File: src/include/cosv_defines.svh
/*
 * register offsets, field positions and reset values of the object status view
 * assumes inclusion by bare name from design files
 */
`ifndef COSV_DEFINES_SVH
`define COSV_DEFINES_SVH

`define COSV_NUM_OBJ        32
`define COSV_HALF_W         16
`define COSV_ADDR_W         32
`define COSV_OFF_ND2        32'h40050124
`define COSV_OFF_IR1        32'h40050140
`define COSV_OFF_IR2        32'h40050144
`define COSV_OFF_MV1        32'h40050160
`define COSV_OFF_MV2        32'h40050164
`define COSV_OFF_ND1        32'h40050120
`define COSV_OFF_IID        32'h40050170
`define COSV_RST_FLAGS      32'h00000000
`define COSV_RESP_OKAY      2'h0
`define COSV_RESP_SLVERR    2'h2
`define COSV_IID_NONE       6'h00

`endif

File: src/include/cosv_pkg.sv
/*
 * types of the object status view
 * assumes cosv_defines.svh is on the include path
 */
`include "cosv_defines.svh"
package cosv_pkg;
    // read channel states
    typedef enum logic [0:0] {
        RD_IDLE = 1'b0,
        RD_RESP = 1'b1
    } cosv_rd_type;
    // write channel states
    typedef enum logic [1:0] {
        WR_IDLE = 2'b00,
        WR_RESP = 2'b01
    } cosv_wr_type;
endpackage : cosv_pkg

File: src/rtl/cosv_status_view.sv
/*
 * read-only status view of the message handler over axi4-lite
 * assumes handler and interface-register strobes come from aclk logic
 */
// Operation
// - new-data flags of objects 17..32 sit in bits 15:0, upper bits reserved
// - new-data set/cleared by cpu transfers, updated by handler on rx or tx
// - new-data 1 means fresh data written; 0 means nothing since cpu clear
// - interrupt-pending flags of objects 1..16 in bits 15:0 of one register
// - interrupt-pending flags of objects 17..32 in bits 15:0 of second register
// - interrupt-pending set/cleared by cpu transfers, set only by handler after rx/tx
// - lowest numbered pending object is shown in the interrupt identifier value
// - pending flag 1 marks that object as a pending interrupt source
// - valid flags of objects 1..16 in bits 15:0 of one register
// - valid flags of objects 17..32 in bits 15:0 of second register
// - valid flags change only by cpu transfers, never by handler
// - valid 1 makes handler consider object; 0 makes handler ignore it
// - all status registers read-only; contents from handler and transfers
`timescale 1ns/1ns
`include "cosv_defines.svh"
module cosv_status_view (
    // clock and reset
    input  wire logic        aclk,
    input  wire logic        aresetn,
    // axi4-lite write address
    input  wire logic [31:0] s_axi_awaddr,
    input  wire logic        s_axi_awvalid,
    output logic             s_axi_awready,
    // axi4-lite write data
    input  wire logic [31:0] s_axi_wdata,
    input  wire logic [3:0]  s_axi_wstrb,
    input  wire logic        s_axi_wvalid,
    output logic             s_axi_wready,
    // axi4-lite write response
    output logic [1:0]       s_axi_bresp,
    output logic             s_axi_bvalid,
    input  wire logic        s_axi_bready,
    // axi4-lite read address
    input  wire logic [31:0] s_axi_araddr,
    input  wire logic        s_axi_arvalid,
    output logic             s_axi_arready,
    // axi4-lite read data
    output logic [31:0]      s_axi_rdata,
    output logic [1:0]       s_axi_rresp,
    output logic             s_axi_rvalid,
    input  wire logic        s_axi_rready,
    // cpu transfers through message interface registers, one bit per object
    input  wire logic [31:0] ifr_fresh_wr,
    input  wire logic [31:0] ifr_fresh_val,
    input  wire logic [31:0] ifr_pend_wr,
    input  wire logic [31:0] ifr_pend_val,
    input  wire logic [31:0] ifr_valid_wr,
    input  wire logic [31:0] ifr_valid_val,
    // handler events, one bit per object
    input  wire logic [31:0] hnd_rx_data,
    input  wire logic [31:0] hnd_tx_done,
    input  wire logic [31:0] hnd_rx_irq,
    input  wire logic [31:0] hnd_tx_irq,
    input  wire logic [31:0] hnd_fresh_clr,
    // flags seen by the handler
    output logic [31:0]      object_active,
    output logic [31:0]      irq_pending_flag,
    output logic [5:0]       irq_ident
);
    logic [31:0] fresh_data_flag;
    logic [31:0] object_valid_flag;
    logic [31:0] pend_raw;
    logic [31:0] fresh_set;
    logic [31:0] pend_set;

    // handler only acts on objects marked valid
    assign fresh_set = hnd_rx_data & object_valid_flag;
    assign pend_set  = (hnd_rx_irq | hnd_tx_irq) & object_valid_flag;

    // fresh data: set on rx data frame, cleared by handler after tx success or clear strobe
    cosv_flag_cell u_fresh (
        .aclk    (aclk),
        .aresetn (aresetn),
        .cpu_wr  (ifr_fresh_wr),
        .cpu_val (ifr_fresh_val),
        .hnd_set (fresh_set),
        .hnd_clr ((hnd_tx_done | hnd_fresh_clr) & object_valid_flag),
        .flags   (fresh_data_flag)
    );

    // interrupt pending per object
    cosv_flag_cell u_pend (
        .aclk    (aclk),
        .aresetn (aresetn),
        .cpu_wr  (ifr_pend_wr),
        .cpu_val (ifr_pend_val),
        .hnd_set (pend_set),
        .hnd_clr ('0),
        .flags   (pend_raw)
    );

    // valid flags: only cpu transfers reach them
    cosv_flag_cell u_valid (
        .aclk    (aclk),
        .aresetn (aresetn),
        .cpu_wr  (ifr_valid_wr),
        .cpu_val (ifr_valid_val),
        .hnd_set ('0),
        .hnd_clr ('0),
        .flags   (object_valid_flag)
    );

    assign object_active    = object_valid_flag;
    assign irq_pending_flag = pend_raw;

    // bus slave state and the interrupt identifier in one struct; the flags stay in the flag cells
    typedef struct packed {
        cosv_pkg::cosv_rd_type rd;
        cosv_pkg::cosv_wr_type wr;
        logic                  aw_got;
        logic                  w_got;
        logic [31:0]           rdata;
        logic [1:0]            rresp;
        logic [1:0]            bresp;
        logic [5:0]            iid;
    } cosv_state_type;
    cosv_state_type st_q;
    cosv_state_type st_d;

    logic [31:0] rd_word;
    logic        rd_hit;
    logic        wr_hit;
    logic [5:0]  iid_next;

    // lowest numbered pending object wins the identifier
    always_comb begin
        iid_next = `COSV_IID_NONE;
        for (int i = `COSV_NUM_OBJ - 1; i >= 0; i--) begin
            if (pend_raw[i]) begin
                iid_next = 6'(i + 1);
            end
        end
    end

    // read decode; upper halves read zero
    always_comb begin
        rd_hit  = 1'b1;
        rd_word = `COSV_RST_FLAGS;
        case (s_axi_araddr)
            `COSV_OFF_ND1: rd_word = {16'h0000, fresh_data_flag[15:0]};
            `COSV_OFF_ND2: rd_word = {16'h0000, fresh_data_flag[31:16]};
            `COSV_OFF_IR1: rd_word = {16'h0000, pend_raw[15:0]};
            `COSV_OFF_IR2: rd_word = {16'h0000, pend_raw[31:16]};
            `COSV_OFF_MV1: rd_word = {16'h0000, object_valid_flag[15:0]};
            `COSV_OFF_MV2: rd_word = {16'h0000, object_valid_flag[31:16]};
            `COSV_OFF_IID: rd_word = {26'h0, st_q.iid};
            default: begin
                rd_hit  = 1'b0;
            end
        endcase
    end

    // write address check; writes never change any status
    always_comb begin
        case (s_axi_awaddr)
            `COSV_OFF_ND1, `COSV_OFF_ND2, `COSV_OFF_IR1, `COSV_OFF_IR2,
            `COSV_OFF_MV1, `COSV_OFF_MV2, `COSV_OFF_IID: wr_hit = 1'b1;
            default: wr_hit = 1'b0;
        endcase
    end

    // handshakes
    assign s_axi_arready = (st_q.rd == cosv_pkg::RD_IDLE);
    assign s_axi_awready = (st_q.wr == cosv_pkg::WR_IDLE) && !st_q.aw_got;
    assign s_axi_wready  = (st_q.wr == cosv_pkg::WR_IDLE) && !st_q.w_got;
    assign s_axi_rvalid  = (st_q.rd == cosv_pkg::RD_RESP);
    assign s_axi_bvalid  = (st_q.wr == cosv_pkg::WR_RESP);
    assign s_axi_rdata   = st_q.rdata;
    assign s_axi_rresp   = st_q.rresp;
    assign s_axi_bresp   = st_q.bresp;
    assign irq_ident     = st_q.iid;

    // next state of the bus slave
    always_comb begin
        st_d     = st_q;
        st_d.iid = iid_next;
        case (st_q.rd)
            cosv_pkg::RD_IDLE: begin
                if (s_axi_arvalid) begin
                    st_d.rd    = cosv_pkg::RD_RESP;
                    st_d.rdata = rd_word;
                    st_d.rresp = rd_hit ? `COSV_RESP_OKAY : `COSV_RESP_SLVERR;
                end
            end
            cosv_pkg::RD_RESP: begin
                if (s_axi_rready) begin
                    st_d.rd = cosv_pkg::RD_IDLE;
                end
            end
            default: st_d.rd = cosv_pkg::RD_IDLE;
        endcase
        case (st_q.wr)
            cosv_pkg::WR_IDLE: begin
                if (s_axi_awvalid && !st_q.aw_got) begin
                    st_d.aw_got = 1'b1;
                    st_d.bresp  = wr_hit ? `COSV_RESP_OKAY : `COSV_RESP_SLVERR;
                end
                if (s_axi_wvalid && !st_q.w_got) begin
                    st_d.w_got = 1'b1;
                end
                if (st_d.aw_got && st_d.w_got) begin
                    st_d.wr     = cosv_pkg::WR_RESP;
                    st_d.aw_got = 1'b0;
                    st_d.w_got  = 1'b0;
                end
            end
            cosv_pkg::WR_RESP: begin
                if (s_axi_bready) begin
                    st_d.wr = cosv_pkg::WR_IDLE;
                end
            end
            default: st_d.wr = cosv_pkg::WR_IDLE;
        endcase
    end

    // state register
    always_ff @(posedge aclk) begin
        if (!aresetn) begin
            st_q.rd     <= cosv_pkg::RD_IDLE;
            st_q.wr     <= cosv_pkg::WR_IDLE;
            st_q.aw_got <= 1'b0;
            st_q.w_got  <= 1'b0;
            st_q.rdata  <= `COSV_RST_FLAGS;
            st_q.rresp  <= `COSV_RESP_OKAY;
            st_q.bresp  <= `COSV_RESP_OKAY;
            st_q.iid    <= `COSV_IID_NONE;
        end else begin
            st_q <= st_d;
        end
    end

    // handler never moves a valid flag
    valid_cpu_only_a: assert property (@(posedge aclk) disable iff (!aresetn)
        (ifr_valid_wr == '0) |=> $stable(object_valid_flag))
        else $error("valid flag changed without cpu transfer");

    // rx data on valid object sets fresh data
    fresh_set_a: assert property (@(posedge aclk) disable iff (!aresetn)
        (hnd_rx_data[16] && object_valid_flag[16]) |=> fresh_data_flag[16])
        else $error("fresh data not set after rx");

    // invalid object is ignored
    invalid_ignored_a: assert property (@(posedge aclk) disable iff (!aresetn)
        (!object_valid_flag[4] && !ifr_pend_wr[4] && !pend_raw[4]) |=> !pend_raw[4])
        else $error("pending set on invalid object");

    // pending set by handler event
    pend_set_a: assert property (@(posedge aclk) disable iff (!aresetn)
        (hnd_tx_irq[19] && object_valid_flag[19]) |=> pend_raw[19])
        else $error("pending not set after tx");

    // identifier follows pending flags one cycle later
    iid_track_a: assert property (@(posedge aclk) disable iff (!aresetn)
        $past(pend_raw) == '0 |-> irq_ident == `COSV_IID_NONE)
        else $error("identifier set with no pending flag");

    // high half read returns reserved zeros
    read_upper_zero_a: assert property (@(posedge aclk) disable iff (!aresetn)
        s_axi_rvalid |-> s_axi_rdata[31:16] == 16'h0000)
        else $error("reserved read bits not zero");

    // pending read shows the flags
    pend_read_a: assert property (@(posedge aclk) disable iff (!aresetn)
        (s_axi_arvalid && s_axi_arready && s_axi_araddr == `COSV_OFF_IR1)
        |=> s_axi_rdata[15:0] == $past(pend_raw[15:0]))
        else $error("pending low read mismatch");

    // valid upper read shows the flags
    valid_read_a: assert property (@(posedge aclk) disable iff (!aresetn)
        (s_axi_arvalid && s_axi_arready && s_axi_araddr == `COSV_OFF_MV2)
        |=> s_axi_rdata[15:0] == $past(object_valid_flag[31:16]))
        else $error("valid high read mismatch");

    // bus writes leave the valid flags alone
    write_ignored_a: assert property (@(posedge aclk) disable iff (!aresetn)
        (s_axi_wvalid && ifr_valid_wr == '0) |=> $stable(object_valid_flag))
        else $error("bus write altered valid flags");

    // tx success on a valid object clears fresh data
    fresh_clear_a: assert property (@(posedge aclk) disable iff (!aresetn)
        (hnd_tx_done[16] && object_valid_flag[16] && !hnd_rx_data[16] && !ifr_fresh_wr[16])
        |=> !fresh_data_flag[16])
        else $error("fresh data not cleared after tx");

    // handler clear strobe on a valid object clears fresh data
    fresh_strobe_clr_a: assert property (@(posedge aclk) disable iff (!aresetn)
        (hnd_fresh_clr[17] && object_valid_flag[17] && !hnd_rx_data[17] && !ifr_fresh_wr[17])
        |=> !fresh_data_flag[17])
        else $error("fresh data not cleared by strobe");

    // cpu transfer loads fresh data unless a handler set collides
    fresh_cpu_load_a: assert property (@(posedge aclk) disable iff (!aresetn)
        (ifr_fresh_wr[31] && !(hnd_rx_data[31] && object_valid_flag[31]))
        |=> fresh_data_flag[31] == $past(ifr_fresh_val[31]))
        else $error("fresh data cpu load lost");

    // cpu transfer loads pending unless a handler set collides
    pend_cpu_load_a: assert property (@(posedge aclk) disable iff (!aresetn)
        (ifr_pend_wr[2] && !((hnd_rx_irq[2] || hnd_tx_irq[2]) && object_valid_flag[2]))
        |=> pend_raw[2] == $past(ifr_pend_val[2]))
        else $error("pending cpu load lost");

    // cpu transfer loads the valid flag
    valid_cpu_load_a: assert property (@(posedge aclk) disable iff (!aresetn)
        ifr_valid_wr[4] |=> object_valid_flag[4] == $past(ifr_valid_val[4]))
        else $error("valid cpu load lost");

    // lowest pending object names the identifier
    iid_lowest_a: assert property (@(posedge aclk) disable iff (!aresetn)
        $past(pend_raw[2:0]) == 3'h4 |-> irq_ident == 6'h03)
        else $error("identifier not lowest pending object");

    // any pending object shows up in the identifier
    iid_source_a: assert property (@(posedge aclk) disable iff (!aresetn)
        $past(pend_raw) != '0 |-> irq_ident != `COSV_IID_NONE)
        else $error("pending flag without identifier");

    // fresh data upper read shows the flags
    fresh_read_a: assert property (@(posedge aclk) disable iff (!aresetn)
        (s_axi_arvalid && s_axi_arready && s_axi_araddr == `COSV_OFF_ND2)
        |=> s_axi_rdata[15:0] == $past(fresh_data_flag[31:16]))
        else $error("fresh data high read mismatch");

    // pending upper read shows the flags
    pend_hi_read_a: assert property (@(posedge aclk) disable iff (!aresetn)
        (s_axi_arvalid && s_axi_arready && s_axi_araddr == `COSV_OFF_IR2)
        |=> s_axi_rdata[15:0] == $past(pend_raw[31:16]))
        else $error("pending high read mismatch");

    // valid lower read shows the flags
    valid_lo_read_a: assert property (@(posedge aclk) disable iff (!aresetn)
        (s_axi_arvalid && s_axi_arready && s_axi_araddr == `COSV_OFF_MV1)
        |=> s_axi_rdata[15:0] == $past(object_valid_flag[15:0]))
        else $error("valid low read mismatch");

    // read answer follows the address one cycle later
    read_answer_a: assert property (@(posedge aclk) disable iff (!aresetn)
        (s_axi_arvalid && s_axi_arready) |=> s_axi_rvalid)
        else $error("read answer missing");

    // no new read address while an answer stands
    read_refused_a: assert property (@(posedge aclk) disable iff (!aresetn)
        s_axi_rvalid |-> !s_axi_arready)
        else $error("read address taken during answer");

    // write to a status register is accepted and ignored
    write_okay_a: assert property (@(posedge aclk) disable iff (!aresetn)
        (s_axi_awvalid && s_axi_awready && s_axi_awaddr == `COSV_OFF_ND2)
        |=> s_axi_bresp == `COSV_RESP_OKAY)
        else $error("status write not answered okay");

    // unmapped read refused with zero data
    slverr_read_a: assert property (@(posedge aclk) disable iff (!aresetn)
        (s_axi_arvalid && s_axi_arready && !rd_hit)
        |=> (s_axi_rresp == `COSV_RESP_SLVERR && s_axi_rdata == '0))
        else $error("unmapped read not refused");
endmodule : cosv_status_view

File: src/rtl/cosv_flag_cell.sv
/*
 * one set of 32 per-object flags with prioritised update sources
 * assumes all inputs are synchronous to aclk
 */
`timescale 1ns/1ns
`include "cosv_defines.svh"
module cosv_flag_cell (
    // clock and reset
    input  wire logic        aclk,
    input  wire logic        aresetn,
    // cpu transfer through the interface registers
    input  wire logic [31:0] cpu_wr,
    input  wire logic [31:0] cpu_val,
    // handler updates
    input  wire logic [31:0] hnd_set,
    input  wire logic [31:0] hnd_clr,
    // current flags
    output logic      [31:0] flags
);
    typedef struct packed {
        logic [31:0] f;
    } cosv_cell_type;
    cosv_cell_type state_q;
    cosv_cell_type state_d;

    // per-object next value: handler set wins over any clear
    always_comb begin
        state_d = state_q;
        for (int i = 0; i < `COSV_NUM_OBJ; i++) begin
            if (hnd_set[i]) begin
                state_d.f[i] = 1'b1;
            end else if (cpu_wr[i]) begin
                state_d.f[i] = cpu_val[i];
            end else if (hnd_clr[i]) begin
                state_d.f[i] = 1'b0;
            end
        end
    end

    // state register
    always_ff @(posedge aclk) begin
        if (!aresetn) begin
            state_q.f <= `COSV_RST_FLAGS;
        end else begin
            state_q <= state_d;
        end
    end

    assign flags = state_q.f;
endmodule : cosv_flag_cell

File: config.mk
export PLATFORM = sky130hd
export DESIGN_NAME = cosv_status_view
export DESIGN_NICKNAME = d
export VERILOG_FILES = /design/src/include/cosv_pkg.sv /design/src/rtl/cosv_status_view.sv /design/src/rtl/cosv_flag_cell.sv
export VERILOG_INCLUDE_DIRS = /design/src /design/src/include
export SDC_FILE = /design/constraint.sdc
export NUM_CORES = 1
export LEC_CHECK = 0
export ABC_AREA = 1
export BUFFER_PORTS_ARGS = -buffer_cell sky130_fd_sc_hd__buf_2
export CORE_AREA = 2 2 222 224
export CTS_BUF_LIST = sky130_fd_sc_hd__clkbuf_8 sky130_fd_sc_hd__clkbuf_16
export CTS_CLUSTER_SIZE = 28
export DETAILED_ROUTE_END_ITERATION = 10
export DIE_AREA = 0 0 224 226
export PLACE_DENSITY_LB_ADDON = 0.15
export SYNTH_ARGS = -nofsm -noshare
export SYNTH_HDL_FRONTEND = slang
export SYNTH_SLANG_ARGS = --single-unit
File: constraint.sdc
create_clock -name aclk -period 4.5 [get_ports aclk]
set_clock_uncertainty 0.05 [all_clocks]
set_input_delay 0.45 -clock aclk [delete_from_list [all_inputs] [get_ports aclk]]
set_output_delay 0.45 -clock aclk [all_outputs]
set_load 0.05 [all_outputs]
* Yosys cells after proc, flatten, opt, wreduce, memory -nomap -nowiden
Cells that the tools add are included.
Word-level totals: register bits after elaboration 143, bits in latches 0, bits in writable memories 0, memory bits (read-only) 0, output and inout port bits 111, word-level logic and storage cells 422, memories 0
Cells by class: add/subtract/negate cells 0, multipliers 0, divide/modulo/power cells 0, order comparisons 0, equality and inequality tests 17, shift operators 0, multiplexer cells 207, bitwise gates (word level) 7, reductions and logical operators 82
Operator list (count):
- $eq A32 B31 Y1 const B | 14
- $mux W1 | 169
- $pmux W16 S7 | 1
- $and A32 B32 Y32 | 3
- $reduce_bool A3 Y1 | 32
- $mux W5 | 16
- $or A32 B32 Y32 | 2
- $reduce_bool A2 Y1 | 32
- $mux W4 | 9
- $reduce_or A32 Y1 | 1
- $reduce_or A16 Y1 | 1
- $reduce_or A7 Y1 | 2
- $mux W3 | 4
- $mux W2 | 5
- $reduce_or A8 Y1 | 1
- $mux W6 | 1
- $reduce_and A2 Y1 | 3
- $logic_and A1 B1 Y1 | 5
- $ne A2 B1 Y1 const B | 2
- $pmux W2 S2 | 1
- $reduce_or A4 Y1 | 1
- $eq A2 B1 Y1 const B | 1
- $logic_not A1 Y1 | 2
- $logic_not A2 Y1 | 1
- 3 further kinds | 4

* Logic depth before layout (Yosys ltp)
Gate-level depths: netlist of run 1.
depth in word-level cells 32, mapped depth 31

* Cells and area by module
Synthesis of run 1 repeated with hierarchy kept, for this count alone.
Unflattened totals: cell total of the unflattened synthesis 1235, area total of the unflattened synthesis 7942.6 um2
Modules (own cells, without submodules):
- cosv_flag_cell | instances 3, cells an instance 196, area an instance 1511.4 um2, seq. area each 640.6 um2
- cosv_status_view | instances 1, cells an instance 647, area an instance 3408.3 um2, seq. area each 560.5 um2

* Worst setup path after synthesis of run 1
Ideal clock, no wire load.
path kind register to register, start point reg u_pend.state_q, in the netlist u_pend.flags[29], end point reg st_q, in the netlist irq_ident[0], setup time 131 ps, data arrival time 2118 ps, required time 4319 ps, slack 2201 ps, cell stages (with the launch flop) 32, path buffers 0, period minus slack after synthesis 2299 ps, cells stage by stage dfxtp_1 > inv_2 > nand2_1 > nand2_1 > nand2_1 > nand2_1 > nand2_1 > nand2_1 > nand2_1 > nand2_1 > nand2_1 > nand2_1 > nand2_1 > nand2_1 > nand2_1 > nand2_1 > nand2_1 > nand2_1 > nand2_1 > nand2_1 > nand2_1 > nand2_1 > nand2_1 > nand2_1 > nand2_1 > nand2_1 > nand2_1 > nand2_1 > nand2_1 > nand2_1 > nand2_1 > a21oi_2
Between the ends: longest elaborated chain between the ends 30
Ends and longest elaborated chain:
- from (decl) | RTL line cosv_flag_cell.sv:23 | cosv_cell_type state_q;
- from (signal assigned) | RTL line cosv_flag_cell.sv:45 | state_q <= state_d;
- $mux W5 (15 in series) | RTL line cosv_status_view.sv:134 | if (pend_raw[i]) begin
- $mux W4 (8 in series) | RTL line cosv_status_view.sv:134
- $mux W3 (4 in series) | RTL line cosv_status_view.sv:134
- $mux W2 (2 in series) | RTL line cosv_status_view.sv:134
- $mux W1 | RTL line cosv_status_view.sv:134
- to (signal assigned) | RTL line cosv_status_view.sv:233 | st_q <= st_d;
- to (decl) | RTL line cosv_status_view.sv:122 | cosv_state_type st_q;
No other way between the ends. A chain may end at the register's enable or synchronous reset.

* Worst setup path in the final report of run 1
Ends and elaborated chain as after synthesis.

==> results of run 1 <==
[registers in the layout, indices dropped and copies added, names as in the netlist]
signal / flops
irq_ident: 6
s_axi_bresp: 1
s_axi_rdata: 16
s_axi_rresp: 1
s_axi_rvalid: 1
st_q: 3
u_fresh.flags: 32
u_pend.flags: 32
u_valid.flags: 32
[logic make-up after synthesis]
group,share of synthesized area
AOI/OAI and AO/OA,0.277
DFF,0.379
buffers and inverters,0.130
and+or+nand+nor,0.213
other,0.000573
[where the power goes]
part           total, mW  switching, mW  internal, mW
combinational      0.769          0.504         0.265
clock               1.24          0.551         0.691
sequential          1.23         0.0596          1.17
total               3.24           1.11          2.12
[final cells by class]
cell class              count  area [um2]  share of cell area
well taps                 622         778              0.0770
flip-flops and latches    124        2480               0.246
multi-input cells         663        3270               0.324
inverters                 119         449              0.0445
repair buffers            519        2620               0.259
clock buffers              18         439              0.0435
clock inverters            10        57.6             0.00570
[critical path, delay by kind of cell, from the launching register on]
kind | cells | cell delay (ns)
compound gates | 1 | 0.06
simple gates | 29 | 2.45
buf+inv | 1 | 0.06
flops | 1 | 0.36
[worst paths after layout]
check / cells after the start / end / slack (ns)
worst max-delay path: 31 / irq_ident[0] / 1.36
worst min-delay path: 2 / u_valid.flags[13] / 0.11
worst max register to register: 31 / irq_ident[0] / 1.36
worst min register to register: 2 / s_axi_rdata[2] / 0.41
[per-layer routing]
layer,global-route usage,up-vias,wire length (um)
met1,0.160,3751,15000
li1,-,4150,-
met2,0.263,338,19000
met3,0.0410,28,2400
met5,0,-,13
met4,0.0495,2,607
[stage by stage]
stage                     setup slack [ns]  hold WS [ns]
final                                 1.36         0.109
after global placement                1.22         0.403
after CTS                             1.22        0.0516
after floorplan                       2.20         0.396
after global routing                 0.884        0.0818
after detailed placement              1.25         0.405
[cell usage in the layout, fill, tap and decap left out, drive strengths merged]
| cell type | n |
|---|---|
| conb | 18 |
| o41ai | 13 |
| nor2 | 141 |
| nor3b | 1 |
| o21a | 33 |
| nand2 | 145 |
| inv | 107 |
| o31ai | 4 |
| o211ai | 3 |
| a22oi | 26 |
| or4 | 1 |
| a311oi | 1 |
| dfxtp | 124 |
| nand3b | 7 |
| o21ai | 73 |
| clkinvlp | 4 |
| buf | 519 |
| a21oi | 113 |
| nand4 | 3 |
| clkbuf | 18 |
| a41oi | 1 |
| o22ai | 33 |
| nor4 | 13 |
| nor3 | 14 |
| a21boi | 1 |
| nand3 | 13 |
| clkinv | 18 |
| a31oi | 6 |
==> metrics.txt, run 1 <==
result of the run finished, final reports clean; Post-CTS Hold Fix Bufs 0; final non-filler cell total 2,075; # clock sinks 124; violation count after the first detailed-routing iteration 338; largest vdd supply drop 0.000239 V; synth top area cells dfxtp_1 (38%), a21oi_1 (8.6%), nand2_1 (8.3%); post-cts repair resize count 0; antenna cells 0; Power Dens Cells 320 nW/um2; total number of yosys warnings 0; Placeable Area 48,300 um2; Seq/Total Area, Yosys 0.379; most frequent cell after synthesis nand2_1; share of final-layout standard cells stronger than drive strength 1 0.386; count of boundary I/O pins 570; GRT Util Overall 0.144; kind of critical path reg2reg; number of nets in the final layout 1,903; number of enable flip-flop cells after synthesis 0; worst-path fanout max 3; critical path data required time 4.79 ns; source-to-sink clock delay at the later pin of the worst-skew pair 0.48 ns; Crit-path slowest cell dfxtp_1; clk slew on worst S/H paths 0.06 ns; portion of synthesized cell area occupied by the leading cell type 0.379; buffer cell driving the clock tree root clkbuf_16; number of buffers on the longest clock path 2; final max-slew violation count 0; Relative slew margins 0.191; Post CTS Setup Buffer Count 0; arrival time worst endpoint 3.43 ns; Final Hold Violating Endpoints 0; most used flip-flop cell after synthesis dfxtp_1; area overhead of the layout relative to synthesis 54.4%; RSZ-0062 raised after global routing no; most frequent cell on the critical path nand2_1; number of antenna violations at the first check in global routing 1; crit path time final 3.14 ns; final std cell area, no fill 10,100 um2; type of the tightest min-delay check in2reg; initial core utilization 0.135; detailed placement HPWL 30,000 um; endpoint kind of the worst setup timing path flop; number of clock buffers inserted by TritonCTS 17; Post-Route Setup TNS 0 ns; most numerous cell types in the synthesized netlist nand2_1 (145), nor2_1 (141), dfxtp_1 (124); number of global-route vias before repair 8,027; leakage power figure 4.72 nW; Crit. Startpoint u_pend.flags[29]; number of nets with antenna violations after routing 0; height of the chip 226 um; drc violations 0; Synth area leader dfxtp_1; Post-DP Area 9600 um2; Layout Utilization 0.209; port buffer count 515; ratio of final minimum period to clock period 0.698; Vias/cell 3.99; distinct cell type count of the synthesized netlist 33; H-tree depth reported by CTS 4; CTS tree yes; critical path's largest stage delay 0.36 ns; Max Fclk 0.318 GHz; total number of vias 8,269; number of violations of the max-capacitance limit 0; slew of the pin with the lowest slew margin 1.21 ns; count of mapped cells out of synthesis 954; Reg2Reg Launch Point u_pend.flags[29]; Die Area 50,600 um2; remaining global-route overflow 0; filler cell count in the final layout 5,542; wire length of the first global-routing pass 51,500 um; post-detailed-route wirelength per cell 17.8 um; number of cells in the design after placement 2,047; count of final setup violators 0; post-layout power 3.24 mW; count of state elements after synthesis 124; total wire length 37,000 um; pin count of the biggest net entering global routing 60; number of standard-cell rows in the floorplan 81; x dimension of the die 224 um; share of async-settable or async-resettable flops after synthesis 0; RePlAce Congestion 0.819; launching element type of the critical path flop; cell area after synthesis 6540 um2; worst hold path startpoint ifr_valid_wr[13]; detailed-router iteration count before antenna repair 4; mean cell area of the mapped netlist 6.86 um2
Power figures use the tool's default switching activity.
==> run 2: changes to the inputs <==
--- a/config.mk
+++ b/config.mk
@@ -8,11 +8,11 @@
 export LEC_CHECK = 0
 export ABC_AREA = 1
 export BUFFER_PORTS_ARGS = -buffer_cell sky130_fd_sc_hd__buf_2
-export CORE_AREA = 2 2 222 224
+export CORE_AREA = 2 2 223 225
 export CTS_BUF_LIST = sky130_fd_sc_hd__clkbuf_8 sky130_fd_sc_hd__clkbuf_16
 export CTS_CLUSTER_SIZE = 28
 export DETAILED_ROUTE_END_ITERATION = 10
-export DIE_AREA = 0 0 224 226
+export DIE_AREA = 0 0 225 227
 export PLACE_DENSITY_LB_ADDON = 0.15
 export SYNTH_ARGS = -nofsm -noshare
 export SYNTH_HDL_FRONTEND = slang
==> constraint.sdc (replaced) <==
create_clock -name aclk -period 2.53 [get_ports aclk]
set_clock_uncertainty 0.05 [all_clocks]
set_input_delay 0.253 -clock aclk [delete_from_list [all_inputs] [get_ports aclk]]
set_output_delay 0.253 -clock aclk [all_outputs]
set_load 0.05 [all_outputs]
==> run 2 against run 1 <==
Final cell count grew 6.0%. Total power grew 96%. Via count grew 5.5%. Largest power group unchanged. Register-to-register slack lost 1.2 ns. Utilization grew 2.6 points.
==> metrics.txt, run 2 (same netlist as run 1, synthesis figures left out) <==
result of the run finished, final reports clean; detailed-router iteration count before antenna repair 6 (+2); port buffer count 515 (unchanged); area overhead of the layout relative to synthesis 74.1%; wire length of the first global-routing pass 54,400 um (+5.8%); critical path's largest stage delay 0.33 ns (-0.03 ns); post-layout power 6.33 mW (+96%); RSZ-0062 raised after global routing yes; Reg2Reg Launch Point u_pend.flags[29]; leading cell types in the layout, fill and taps excluded buf_2 (515), nor2_1 (141), nand2_1 (131); antenna cells 0 (unchanged); count of final setup violators 0 (unchanged); launching element type of the critical path flop; met3 routing resource usage after global routing 0.0435 (+0.00251); worst-path fanout max 2 (-1); GRT Util Overall 0.149 (+0.00427); number of clock buffers inserted by TritonCTS 17 (unchanged); x dimension of the die 225 um (+0.45%); cell count of the worst reg-to-reg path 31 (unchanged); number of violations of the max-capacitance limit 0 (unchanged); number of cells in the design after placement 2,075 (+1.4%); number of nets in the final layout 2,023 (+6.3%); # clock sinks 124 (unchanged); layer with the highest usage after global routing met2; filler cell count in the final layout 5,533 (-0.16%); number of buffers on the longest clock path 2 (unchanged); number of global-route vias before repair 9,012 (+12%); Post-Route Setup TNS 0 ns (unchanged); worst hold path startpoint hnd_rx_data[8]; number of antenna violations at the first check in global routing 3 (+2); detailed placement HPWL 31,900 um (+6.6%); arrival time worst endpoint 2.63 ns (-0.80 ns); Placeable Area 48,500 um2 (+0.42%); leakage power figure 5.29 nW (+12%); critical path data required time 2.82 ns (-1.97 ns); total number of vias 8,725 (+5.5%); total wire length 38,800 um (+4.7%); largest vdd supply drop 0.000400 V (+67%); violation count after the first detailed-routing iteration 317 (-6.2%); H-tree depth reported by CTS 4 (unchanged); area of the multi-input gates 3310 um2 (+1.2%); met1 usage 0.166 (+0.00652); Seq. cell area 2480 um2 (about the same); Worst Slack Setup Final 0.189 ns (-1.17 ns); share of final-layout standard cells stronger than drive strength 1 0.384 (-0.00182); kind of critical path reg2reg; Relative slew margins 0.568 (+0.377); Vias/cell 3.97 (-0.44%); Hold Worst Slack 0.0324 ns (-0.0767 ns); source-to-sink clock delay at the later pin of the worst-skew pair 0.46 ns (-0.02 ns); Final Hold Violating Endpoints 0 (unchanged); Max Fclk 0.427 GHz (+34%); slew of the pin with the lowest slew margin 0.648 ns (-0.562 ns); remaining global-route overflow 0 (unchanged); clk slew on worst S/H paths 0.06 ns (about the same); global routing met2 resource utilization 0.272 (+0.00883); CTS tree yes; pin count of the biggest net entering global routing 45 (-25%); initial core utilization 0.135 (-0.000565); number of nets with antenna violations after routing 0 (unchanged); Power Dens Cells 555 nW/um2 (+73%); endpoint of the worst hold-timing path u_fresh.flags[8]; Crit-path slowest cell dfxtp_2; final non-filler cell total 2,199 (+6.0%); cell count of the worst hold path 3 (+1); buffer cell driving the clock tree root clkbuf_16; Die Area 51,100 um2 (+0.89%); final max-slew violation count 0 (unchanged); count of boundary I/O pins 570 (unchanged); ratio of final minimum period to clock period 0.925 (+0.227); endpoint kind of the worst setup timing path flop; reg-to-reg critical path endpoint irq_ident[0]; flop-to-flop setup slack 0.19 ns (-1.17 ns); drc violations 0 (unchanged); most frequent cell on the critical path nand2_1; crit path time final 2.34 ns (-0.800 ns); height of the chip 227 um (+0.44%); post-detailed-route wirelength per cell 17.6 um (-1.2%); type of the tightest min-delay check in2reg; pre-CTS setup slack -0.00557 ns (-1.26 ns); number of standard-cell rows in the floorplan 81 (unchanged); commonest non-fill, non-tap cell in the layout buf_2; RePlAce Congestion 0.853 (+4.1%)
## run 2: cell count changes in the layout (fill, tap and decap cells not counted)
cell,change
nand2_1,-13
clkinvlp_4,-4
dfxtp_2,+1
a311oi_2,+1
bufinv_16,+3
a311oi_1,-1
dlygate4sd3_1,+92
buf_4,+27
nand2_2,+13
buf_12,+1
clkbuf_8,+3
dfxtp_1,-1
inv_1,+2
## run 2: per-stage QoR
stage | cell area, um2 | util
6_report | 11400 | 0.235
5_1_grt | 11400 | 0.235
4_1_cts | 11400 | 0.234
3_3_place_gp | 9830 | 0.202
2_1_floorplan | 6610 | -
3_5_place_dp | 9830 | 0.202
## run 2: worst max-delay path, delay by kind of cell (launching register included)
kind	cells	cell delay, ns
and+or+nand+nor	29	1.79
DFF	1	0.33
AOI/OAI and AO/OA	1	0.05
buffers and inverters	1	0.04
## run 2: worst max path at each step
stage,start,end,cells after the start
floorplan,u_pend.flags[29],irq_ident[0],31
global placement,u_pend.flags[29],irq_ident[0],31
detailed placement,u_pend.flags[29],irq_ident[0],31
CTS,u_pend.flags[29],irq_ident[0],31
global route,u_pend.flags[29],irq_ident[0],31
finish,u_pend.flags[29],irq_ident[0],31
## run 2: layout make-up
cell class | instances | share of cell area
sequential | 124 | 0.218
clock buffer | 21 | 0.0422
inverter | 119 | 0.0394
multi-input combinational | 663 | 0.291
clock inverter | 11 | 0.0110
timing repair buffer | 639 | 0.330
tap | 622 | 0.0683
## run 2: report_power, final
part	internal, mW	switching [mW]	total, mW
combinational	0.606	0.943	1.55
sequential	2.07	0.0992	2.17
clock	1.63	0.976	2.61
## run 2: metal layers
layer  part of all wire  wire length [um]
met3              0.072              2780
met4              0.016               626
met1               0.40             15600
met2               0.51             19800
met5            0.00088                34
## run 2: what timing repair did
item	CTS	global route
setup buffers	0	0
pin swaps	0	7
gates cloned	0	0
setup endpoints to repair	1	1
resized for setup	1	14
hold endpoints to repair	59	0
hold buffers	92	0
